<file path="src/common/tpc_consts.svh">
// constants for the transceiver power mode controller
`ifndef TPC_CONSTS_SVH
`define TPC_CONSTS_SVH
// ---------------------------------------------------------------
// apb register offsets (byte addresses)
// ---------------------------------------------------------------
`define TPC_OFS_CTRL 12'h000
`define TPC_OFS_STATUS 12'h004
`define TPC_OFS_RX_WORD 12'h008
`define TPC_OFS_TX_WORD 12'h00c
`define TPC_OFS_M1_WORD 12'h010
`define TPC_OFS_M2_WORD 12'h014
`define TPC_OFS_SETTLE 12'h018
// ---------------------------------------------------------------
// control register fields
// ---------------------------------------------------------------
`define TPC_CTRL_LOAD 0
`define TPC_CTRL_MODE 1
`define TPC_CTRL_DIR 2
`define TPC_CTRL_RUN 3
`define TPC_CTRL_SLEEP 4
`define TPC_CTRL_USER 5
// ---------------------------------------------------------------
// device serial word layout and suggested words
// ---------------------------------------------------------------
`define TPC_WORD_BITS 24
`define TPC_ADDR_BITS 4
`define TPC_ADDR_RX 4'h0
`define TPC_ADDR_TX 4'h1
`define TPC_ADDR_M1 4'h2
`define TPC_ADDR_M2 4'h3
`define TPC_UNUSED_MASK 24'h7d_ffff
`define TPC_TDMA_RX 24'h59_e200
`define TPC_TDMA_TX 24'h08_1ff1
`define TPC_TDMA_M1 24'h18_8262
`define TPC_TDMA_M2 24'h59_fff3
`define TPC_AMPS_RX 24'h5d_e200
`define TPC_AMPS_TX 24'h5d_fff1
`define TPC_AMPS_M1 24'h18_8262
`define TPC_AMPS_M2 24'h5d_fff3
// ---------------------------------------------------------------
// timing
// ---------------------------------------------------------------
`define TPC_SCLK_DIV 8'h04
`define TPC_SETTLE_RESET 16'h00fa
`endif

</file>
<file path="src/common/tpc_pkg.sv">
// types for the transceiver power mode controller
package tpc_pkg;
  typedef struct packed {
    logic serial_clock;
    logic serial_input_line;
    logic serial_word_latch;
    logic direction_select_pin;
    logic stage_one_power_pin;
    logic stage_two_power_pin;
  } tpc_pins_type;
  typedef struct packed {
    logic [11:0] paddr;
    logic psel;
    logic penable;
    logic pwrite;
    logic [31:0] pwdata;
  } tpc_apb_req_type;
  typedef struct packed {
    logic [31:0] prdata;
    logic pready;
    logic pslverr;
  } tpc_apb_rsp_type;
  typedef enum logic [5:0] {
    TPC_IDLE = 6'b00_0001,
    TPC_LOAD = 6'b00_0010,
    TPC_WAIT = 6'b00_0100,
    TPC_STG1 = 6'b00_1000,
    TPC_STG2 = 6'b01_0000,
    TPC_SLEEP = 6'b10_0000
  } tpc_state_type;
endpackage

</file>
<file path="src/logic/tpc_serial_shifter.sv">
// serial word shifter toward the device's three-wire bus
`timescale 1ns/1ps
`include "tpc_consts.svh"
module tpc_serial_shifter #(
  parameter int WORD_BITS = `TPC_WORD_BITS,
  parameter logic [7:0] DIV = `TPC_SCLK_DIV
) (
  input wire logic pclk, // system clock
  input wire logic presetn, // async reset, active low
  input wire logic start, // one-cycle request to send word
  input wire logic [WORD_BITS-1:0] word, // word to send
  output logic busy, // word in flight
  output logic done, // one-cycle pulse at end
  output logic sclk, // serial clock to device
  output logic sdata, // serial data to device
  output logic latch // word latch pulse
);
  // ---------------------------------------------------------------
  // state
  // ---------------------------------------------------------------
  typedef struct packed {
    logic busy;
    logic done;
    logic sclk;
    logic sdata;
    logic latch;
    logic [7:0] div;
    logic [5:0] bits;
    logic phase;
    logic [WORD_BITS-1:0] sreg;
  } tpc_shift_type;
  tpc_shift_type r;
  tpc_shift_type next_r;
  logic tick;
  assign busy = r.busy;
  assign done = r.done;
  assign sclk = r.sclk;
  assign sdata = r.sdata;
  assign latch = r.latch;
  assign tick = (r.div == 8'h00);
  // one enable per half bit; data moves on the low phase, msb first
  always_comb begin
    next_r = r;
    next_r.done = 1'b0;
    if (r.busy) begin
      next_r.div = tick ? DIV - 8'h01 : r.div - 8'h01;
    end
    if (!r.busy && start) begin
      next_r.busy = 1'b1;
      next_r.sreg = word;
      next_r.sdata = word[WORD_BITS-1];
      next_r.bits = 6'(WORD_BITS);
      next_r.phase = 1'b0;
      next_r.div = DIV - 8'h01;
    end else if (r.busy && tick) begin
      if (r.latch) begin
        // latch pulse closes the word
        next_r.latch = 1'b0;
        next_r.busy = 1'b0;
        next_r.done = 1'b1;
      end else if (r.bits == 6'h00) begin
        next_r.latch = 1'b1;
      end else if (!r.phase) begin
        next_r.sclk = 1'b1;
        next_r.phase = 1'b1;
      end else begin
        next_r.sclk = 1'b0;
        next_r.phase = 1'b0;
        next_r.bits = r.bits - 6'h01;
        next_r.sreg = {r.sreg[WORD_BITS-2:0], 1'b0};
        next_r.sdata = r.sreg[WORD_BITS-2];
      end
    end
  end
  // register the state
  always_ff @(posedge pclk or negedge presetn) begin
    if (!presetn) begin
      r <= '0;
    end else begin
      r <= next_r;
    end
  end
endmodule

</file>
<file path="src/logic/tpc_power_controller.sv">
// apb-driven controller of transceiver power control words and pins
// ---------------------------------------------------------------
// ---------------------------------------------------------------
//
// The implementer's own choice: register access over APB.
`timescale 1ns/1ps
`include "tpc_consts.svh"
module tpc_power_controller
  import tpc_pkg::*;
#(
  parameter logic [7:0] SCLK_DIV = `TPC_SCLK_DIV
) (
  input wire logic pclk, // apb clock, 25 mhz
  input wire logic presetn, // async reset, active low
  input wire tpc_pkg::tpc_apb_req_type apb_req, // apb request
  output tpc_pkg::tpc_apb_rsp_type apb_rsp, // apb response
  output tpc_pkg::tpc_pins_type pins // device pins
);
  import tpc_pkg::*;
  // ---------------------------------------------------------------
  // state
  // ---------------------------------------------------------------
  typedef struct packed {
    tpc_state_type st;
    logic [2:0] widx;
    logic sent;
    logic mode_amps;
    logic dir_tx;
    logic user;
    logic loaded;
    logic [23:0] rx_word;
    logic [23:0] tx_word;
    logic [23:0] m1_word;
    logic [23:0] m2_word;
    logic [15:0] settle;
    logic [15:0] cnt;
    logic load_err;
    tpc_apb_rsp_type rsp;
    logic dir_pin;
    logic en1;
    logic en2;
  } tpc_ctl_type;
  tpc_ctl_type r;
  tpc_ctl_type next_r;
  logic sh_start;
  logic [23:0] sh_word;
  logic sh_busy;
  logic sh_done;
  logic sh_sclk;
  logic sh_sdata;
  logic sh_latch;
  logic wr;
  logic rd;
  logic [23:0] pick;
  // ---------------------------------------------------------------
  // serial bus shifter
  // ---------------------------------------------------------------
  tpc_serial_shifter #(.WORD_BITS(`TPC_WORD_BITS), .DIV(SCLK_DIV)) u_shift (
    .pclk(pclk),
    .presetn(presetn),
    .start(sh_start),
    .word(sh_word),
    .busy(sh_busy),
    .done(sh_done),
    .sclk(sh_sclk),
    .sdata(sh_sdata),
    .latch(sh_latch)
  );
  // pins: serial lines pass through shifter flops, others from r
  always_comb begin
    pins.serial_clock = sh_sclk;
    pins.serial_input_line = sh_sdata;
    pins.serial_word_latch = sh_latch;
    pins.direction_select_pin = r.dir_pin;
    pins.stage_one_power_pin = r.en1;
    pins.stage_two_power_pin = r.en2;
  end
  assign apb_rsp = r.rsp;
  // ---------------------------------------------------------------
  // word selection for the load sequence
  // ---------------------------------------------------------------
  // user words or suggested words per mode; unused bits forced off
  always_comb begin
    unique case (r.widx[1:0])
      2'd0: pick = r.user ? r.rx_word
        : (r.mode_amps ? `TPC_AMPS_RX : `TPC_TDMA_RX);
      2'd1: pick = r.user ? r.tx_word
        : (r.mode_amps ? `TPC_AMPS_TX : `TPC_TDMA_TX);
      2'd2: pick = r.user ? r.m1_word
        : (r.mode_amps ? `TPC_AMPS_M1 : `TPC_TDMA_M1);
      default: pick = r.user ? r.m2_word
        : (r.mode_amps ? `TPC_AMPS_M2 : `TPC_TDMA_M2);
    endcase
    // low nibble carries the register address 0..3
    sh_word = (pick & `TPC_UNUSED_MASK & 24'hff_fff0)
      | {22'h00_0000, r.widx[1:0]};
    sh_start = (r.st == TPC_LOAD) && !r.sent && !sh_busy;
  end
  assign wr = apb_req.psel && apb_req.penable && apb_req.pwrite;
  assign rd = apb_req.psel && !apb_req.pwrite;
  // ---------------------------------------------------------------
  // apb slave and sequencer
  // ---------------------------------------------------------------
  always_comb begin
    next_r = r;
    next_r.rsp.pready = 1'b0;
    next_r.rsp.pslverr = 1'b0;
    // zero-wait answer: pready in the cycle after setup
    if (apb_req.psel && !apb_req.penable) begin
      next_r.rsp.pready = 1'b1;
      next_r.rsp.prdata = 32'h0000_0000;
      if (rd) begin
        unique case (apb_req.paddr)
          `TPC_OFS_CTRL: next_r.rsp.prdata = {26'h000_0000, r.user,
            2'b00, r.dir_tx, r.mode_amps, 1'b0};
          `TPC_OFS_STATUS: next_r.rsp.prdata = {22'h00_0000,
            r.load_err, r.loaded, sh_busy, r.en2, r.en1, r.dir_pin,
            4'(r.st == TPC_IDLE ? 4'h0 : r.st == TPC_LOAD ? 4'h1
            : r.st == TPC_WAIT ? 4'h2 : r.st == TPC_STG1 ? 4'h3
            : r.st == TPC_STG2 ? 4'h4 : 4'h5)};
          `TPC_OFS_RX_WORD: next_r.rsp.prdata = {8'h00, r.rx_word};
          `TPC_OFS_TX_WORD: next_r.rsp.prdata = {8'h00, r.tx_word};
          `TPC_OFS_M1_WORD: next_r.rsp.prdata = {8'h00, r.m1_word};
          `TPC_OFS_M2_WORD: next_r.rsp.prdata = {8'h00, r.m2_word};
          `TPC_OFS_SETTLE: next_r.rsp.prdata = {16'h0000, r.settle};
          default: next_r.rsp.pslverr = 1'b1;
        endcase
      end else begin
        unique case (apb_req.paddr)
          `TPC_OFS_CTRL, `TPC_OFS_STATUS, `TPC_OFS_RX_WORD,
          `TPC_OFS_TX_WORD, `TPC_OFS_M1_WORD, `TPC_OFS_M2_WORD,
          `TPC_OFS_SETTLE: next_r.rsp.pslverr = 1'b0;
          default: next_r.rsp.pslverr = 1'b1;
        endcase
      end
    end
    // write effects land on the access edge
    if (wr && r.rsp.pready) begin
      unique case (apb_req.paddr)
        `TPC_OFS_CTRL: begin
          next_r.mode_amps = apb_req.pwdata[`TPC_CTRL_MODE];
          next_r.dir_tx = apb_req.pwdata[`TPC_CTRL_DIR];
          next_r.user = apb_req.pwdata[`TPC_CTRL_USER];
          if (apb_req.pwdata[`TPC_CTRL_LOAD]) begin
            // reloading with pins high would break sleep ordering
            next_r.st = TPC_LOAD;
            next_r.widx = 3'd0;
            next_r.sent = 1'b0;
            next_r.loaded = 1'b0;
            next_r.en1 = 1'b0;
            next_r.en2 = 1'b0;
          end else if (apb_req.pwdata[`TPC_CTRL_SLEEP]) begin
            next_r.st = TPC_SLEEP;
          end else if (apb_req.pwdata[`TPC_CTRL_RUN]) begin
            if (r.loaded && r.st != TPC_LOAD) begin
              next_r.st = TPC_STG1;
              next_r.cnt = r.settle;
            end else begin
              next_r.load_err = 1'b1;
            end
          end
        end
        `TPC_OFS_STATUS: next_r.load_err = 1'b0;
        `TPC_OFS_RX_WORD: next_r.rx_word = apb_req.pwdata[23:0];
        `TPC_OFS_TX_WORD: next_r.tx_word = apb_req.pwdata[23:0];
        `TPC_OFS_M1_WORD: next_r.m1_word = apb_req.pwdata[23:0];
        `TPC_OFS_M2_WORD: next_r.m2_word = apb_req.pwdata[23:0];
        `TPC_OFS_SETTLE: next_r.settle = apb_req.pwdata[15:0];
        default: next_r.load_err = r.load_err;
      endcase
    end
    // sequencer
    unique case (r.st)
      TPC_IDLE: begin
      end
      TPC_LOAD: begin
        // both stage pins held low through the whole load
        next_r.en1 = 1'b0;
        next_r.en2 = 1'b0;
        if (sh_start) begin
          next_r.sent = 1'b1;
        end
        // a done left over from a cut word must not advance the index
        if (sh_done && r.sent) begin
          next_r.sent = 1'b0;
          if (r.widx == 3'd3) begin
            next_r.st = TPC_IDLE;
            next_r.loaded = 1'b1;
          end else begin
            next_r.widx = r.widx + 3'd1;
          end
        end
      end
      TPC_WAIT: begin
        next_r.st = TPC_IDLE;
      end
      TPC_STG1: begin
        // oscillators and plls settle before the signal path
        next_r.dir_pin = r.dir_tx;
        next_r.en1 = 1'b1;
        next_r.en2 = 1'b0;
        if (r.cnt == 16'h0000) begin
          next_r.st = TPC_STG2;
        end else begin
          next_r.cnt = r.cnt - 16'h0001;
        end
      end
      TPC_STG2: begin
        // single direction pin: tdma is rx-only or tx-only
        next_r.dir_pin = r.dir_tx;
        next_r.en1 = 1'b1;
        next_r.en2 = 1'b1;
      end
      TPC_SLEEP: begin
        next_r.en1 = 1'b0;
        next_r.en2 = 1'b0;
        next_r.st = TPC_IDLE;
      end
      default: next_r.st = TPC_IDLE;
    endcase
  end
  // register the state
  always_ff @(posedge pclk or negedge presetn) begin
    if (!presetn) begin
      r <= '0;
      r.st <= TPC_IDLE;
      r.settle <= `TPC_SETTLE_RESET;
      r.rx_word <= `TPC_TDMA_RX;
      r.tx_word <= `TPC_TDMA_TX;
      r.m1_word <= `TPC_TDMA_M1;
      r.m2_word <= `TPC_TDMA_M2;
    end else begin
      r <= next_r;
    end
  end
endmodule

</file>
<file path="config.mk">
export PLATFORM = sky130hd
export DESIGN_NAME = tpc_power_controller
export DESIGN_NICKNAME = d
export VERILOG_FILES = /design/src/common/tpc_pkg.sv /design/src/logic/tpc_serial_shifter.sv /design/src/logic/tpc_power_controller.sv
export VERILOG_INCLUDE_DIRS = /design/src /design/src/common
export SDC_FILE = /design/constraint.sdc
export NUM_CORES = 1
export LEC_CHECK = 0
export BUFFER_PORTS_ARGS = -buffer_cell sky130_fd_sc_hd__buf_2
export CAP_MARGIN = 10
export CORE_MARGIN = 3
export CORE_UTILIZATION = 25
export DETAILED_ROUTE_END_ITERATION = 7
export PLACE_DENSITY = 0.45
export SYNTH_ARGS = -nofsm -noshare
export SYNTH_HDL_FRONTEND = slang
export SYNTH_SLANG_ARGS = --single-unit
</file>
<file path="constraint.sdc">
create_clock -name pclk -period 5.5 [get_ports pclk]
set_input_delay 0.275 -clock pclk [delete_from_list [all_inputs] [get_ports pclk]]
set_output_delay 0.275 -clock pclk [all_outputs]
set_load 0.05 [all_outputs]
</file>
==> flow_summary.ini <==
[run_status]
outcome = finished clean

[place]
dpl.hpwl_um = 23970
placed_area_um2 = 11880
io_buffer_count = 72
place_congestion = 0.8339

[clocking]
cts_buffer_depth = 3
cts_buffers = 26
cts_setup_buffers = 0
clk_pin_slew_ps = 60
htree_num_levels = 1
post_cts_resized = 0
cts_root_buffer = clkbuf_16
clkLatencyLatePin_ps = 530
tritoncts = built
clock_sink_count = 215

[pwr]
power_frac_comb_pct = 3.8
seq_power_share_pct = 46.5
finalPower_w = 0.003420
max-vdd-ir-drop_uv = 211.9
p_leak_nw = 5.524
power.internal_w = 0.002640
clockPowerShare_pct = 49.7
switchingPower_w = 0.0007802
p_per_area_nw_per_um2 = 268.6
swShare_pct = 22.81

[layout]
multi_input_area_um2 = 5129
fill_cells = 4597
register_area_um2 = 5444
syn2layout_area_growth_pct = 14.01
nNetsFinal = 1131
final_core_util_pct = 29.18
final_area_um2 = 12730
diodes = 0
layout-drive-gt1-share_pct = 29.40

[synthesis]
synth_xor_area_share_pct = 0.7057
synth_area_leaders = dfrtp_1 (37%), dfstp_2 (12%), mux2_2 (11%)
yosysTopAreaCell = dfrtp_1
synth_common_cells = dfrtp_1 (164), mux2_2 (114), nand2_1 (96)
syn_area_um2 = 11170
yosysWarnings = 0
yosysSeqAreaShare_pct = 48.74
ys_types = 77
synth_cells = 1051
synth_top_area_share_pct = 36.74
synth_mux_area_share_pct = 14.02
synth_top_family_by_area = simple AND/OR/NAND/NOR gates
synth_seq_cells = 215
synth.avg_cell_area_um2 = 10.63
async_reset_ff_share_pct = 100.0
synthAdderAreaFrac_pct = 1.120
synth_edf_count = 0
synth-compound-area-share_pct = 14.34
yosysMostFrequentCell = dfrtp_1
yosys.area_share.simple_pct = 15.04
synth_ff_type = dfrtp_1

[die]
core_area_um2 = 43650
rows = 76
dieWidth_um = 217.4
start_util_pct = 25.59
ioPinCount = 89
die_area_um2 = 47250
dieHeight_um = 217.4

[route]
wl_per_cell_um = 21.05
postRouteAntennaNets = 0
viasPerCell = 5.016
top_layer = met5
drt_iter0_markers = 641
dr.pass1.iters = 5
drc = 0
dr_wl_met3_um = 1353
wl_met1_um = 17050
via_count = 8412
drt-total-wl_um = 35300
routed-wl-met2_um = 15870

[critical_path]
slowest_delay_ps = 860
cp-start-kind = primary input
crit_arrival_ps = 3400
critical_path.slowest_cell = nand3_1
critical_path.endpoint_type = flip-flop
critical_path_class = in -> reg
crit_fanout = 12
path_cells = buf_2, nor3_1, nand3_1, nor3_2, buf_4, mux2_2
worstPathRequired_ps = 5900

[global_route]
overflow = 0
grt_first_pass_wirelength_um = 54030
grt_pass1_vias = 8470
antenna_found_initial = 2
grt_max_degree = 124
grtUsageTotal_pct = 14.68

[sta]
hold_violations = 0
fmax_mhz = 333.3
min_period_ps = 3000
final_max_slew_viol_count = 0
finClkSkew_ps = 13.85
period_share_pct = 54.55
worstMarginPinSlew_ps = 1197
fin_hold_ws_ps = 29.49
slew-limit-headroom_pct = 19.86
tns_ps = 0
rsz0062_at_grt = false
setup_violations = 0

[flow_run]
drv_cap = 0

[worst_hold_path]
hp-class = in -> reg
## layout by cell type, fill, tap and decap left out, types with 5 or more instances in the layout
cell type    n
a22o_1      10
or3_1        7
nor2_1      53
nand3_1     48
a31oi_1      5
dfstp_2     51
clkbuf_8     6
clkbuf_16   27
o22ai_1     11
a211oi_1     8
nor4_1       9
a221oi_1    10
clkbuf_1     9
a21oi_1     42
or4_1        6
nor3_1      24
and3_1       5
ha_1        10
dfrtp_1    164
conb_1       9
mux2_2     114
a221o_1      9
nor2b_1      9
and2_1       6
xnor2_1      5
buf_4       13
nand2b_1     5
o21ai_0     60
nand2_1     95
nand4_1      7
a222oi_1     6
o211ai_1    20
a22oi_1     21
inv_1       22
mux2i_1     26
buf_2       71
## cells by family (layout without fill, tap and decap cells)
| kind of cell | count (synthesis) | after routing |
|---|---|---|
| other | 1 | 9 |
| buffers and inverters | 124 | 157 |
| adders and majority gates | 10 | 10 |
| AOI/OAI and AO/OA | 234 | 234 |
| and+or+nand+nor | 317 | 317 |
| muxes | 141 | 141 |
| DFF | 215 | 215 |
| xor gates and xnor gates | 9 | 9 |
## area by class of cell
cell class | instances | area share (%)
sequential | 215 | 42.75
multi-input combinational | 720 | 40.27
clock buffer | 42 | 6.219
tap | 585 | 5.748
timing repair buffer | 87 | 3.910
inverter | 22 | 0.6485
clock inverter | 6 | 0.4520
## power by group through the flow
stage	clock network (W)	registers (W)	logic [W]
floorplan	0	0.00162	0.0000537
global route	0.00182	0.00159	0.000143
global placement	0	0.00162	0.000132
finish	0.00170	0.00159	0.000130
CTS	0.00176	0.00159	0.000133
detailed placement	0	0.00162	0.000132
## metal layers
metal	global-route usage [%]	vias to the layer above
met5	0	-
met1	21.44	4275
met4	4.523	2
li1	-	3881
met2	22.90	192
met3	1.522	62
## path summary, 6_finish.rpt
kind / startpoint / endpoint / slack (ps) / cells after the start
setup / recovery: apb_req[40] / r[64] / 2500 / 6
hold / removal: apb_req[17] / r[87] / 30 / 2
setup reg to reg: u_shift.r[36] / u_shift.r[1] / 2500 / 5
hold reg to reg: u_shift.r[1] / u_shift.r[2] / 470 / 2
max in group asynchronous: presetn / r[158] / 3980 / 3
min in group asynchronous: presetn / r[39] / 440 / 2
## critical path, delay by kind of cell
family                 cells  cell delay (ps)
muxes                      1              360
and+or+nand+nor            3             2270
buffers and inverters      2              480
## repair_timing
item / 4_1_cts / 5_1_grt
hold buffers: 1 / 0
endpoints found under the hold margin: 96 / 0
setup endpoints to repair: 0 / 0
## flip-flops by register name (all words and copies together), names as in the netlist
register	count
u_shift.sdata	1
u_shift.r	38
u_shift.done	1
apb_rsp	26
u_shift.sclk	1
u_shift.busy	1
pins	3
u_shift.latch	1
r	143
## metrics by stage
step                      std cells  setup slack [ps]
after floorplan                1059              3197
after global placement         1628              2098
after detailed placement       1628              2081
after CTS                      1677              2480
after global routing           1677              2205
final                          1677              2500
Note: power is estimated with default switching activity, not from simulation.
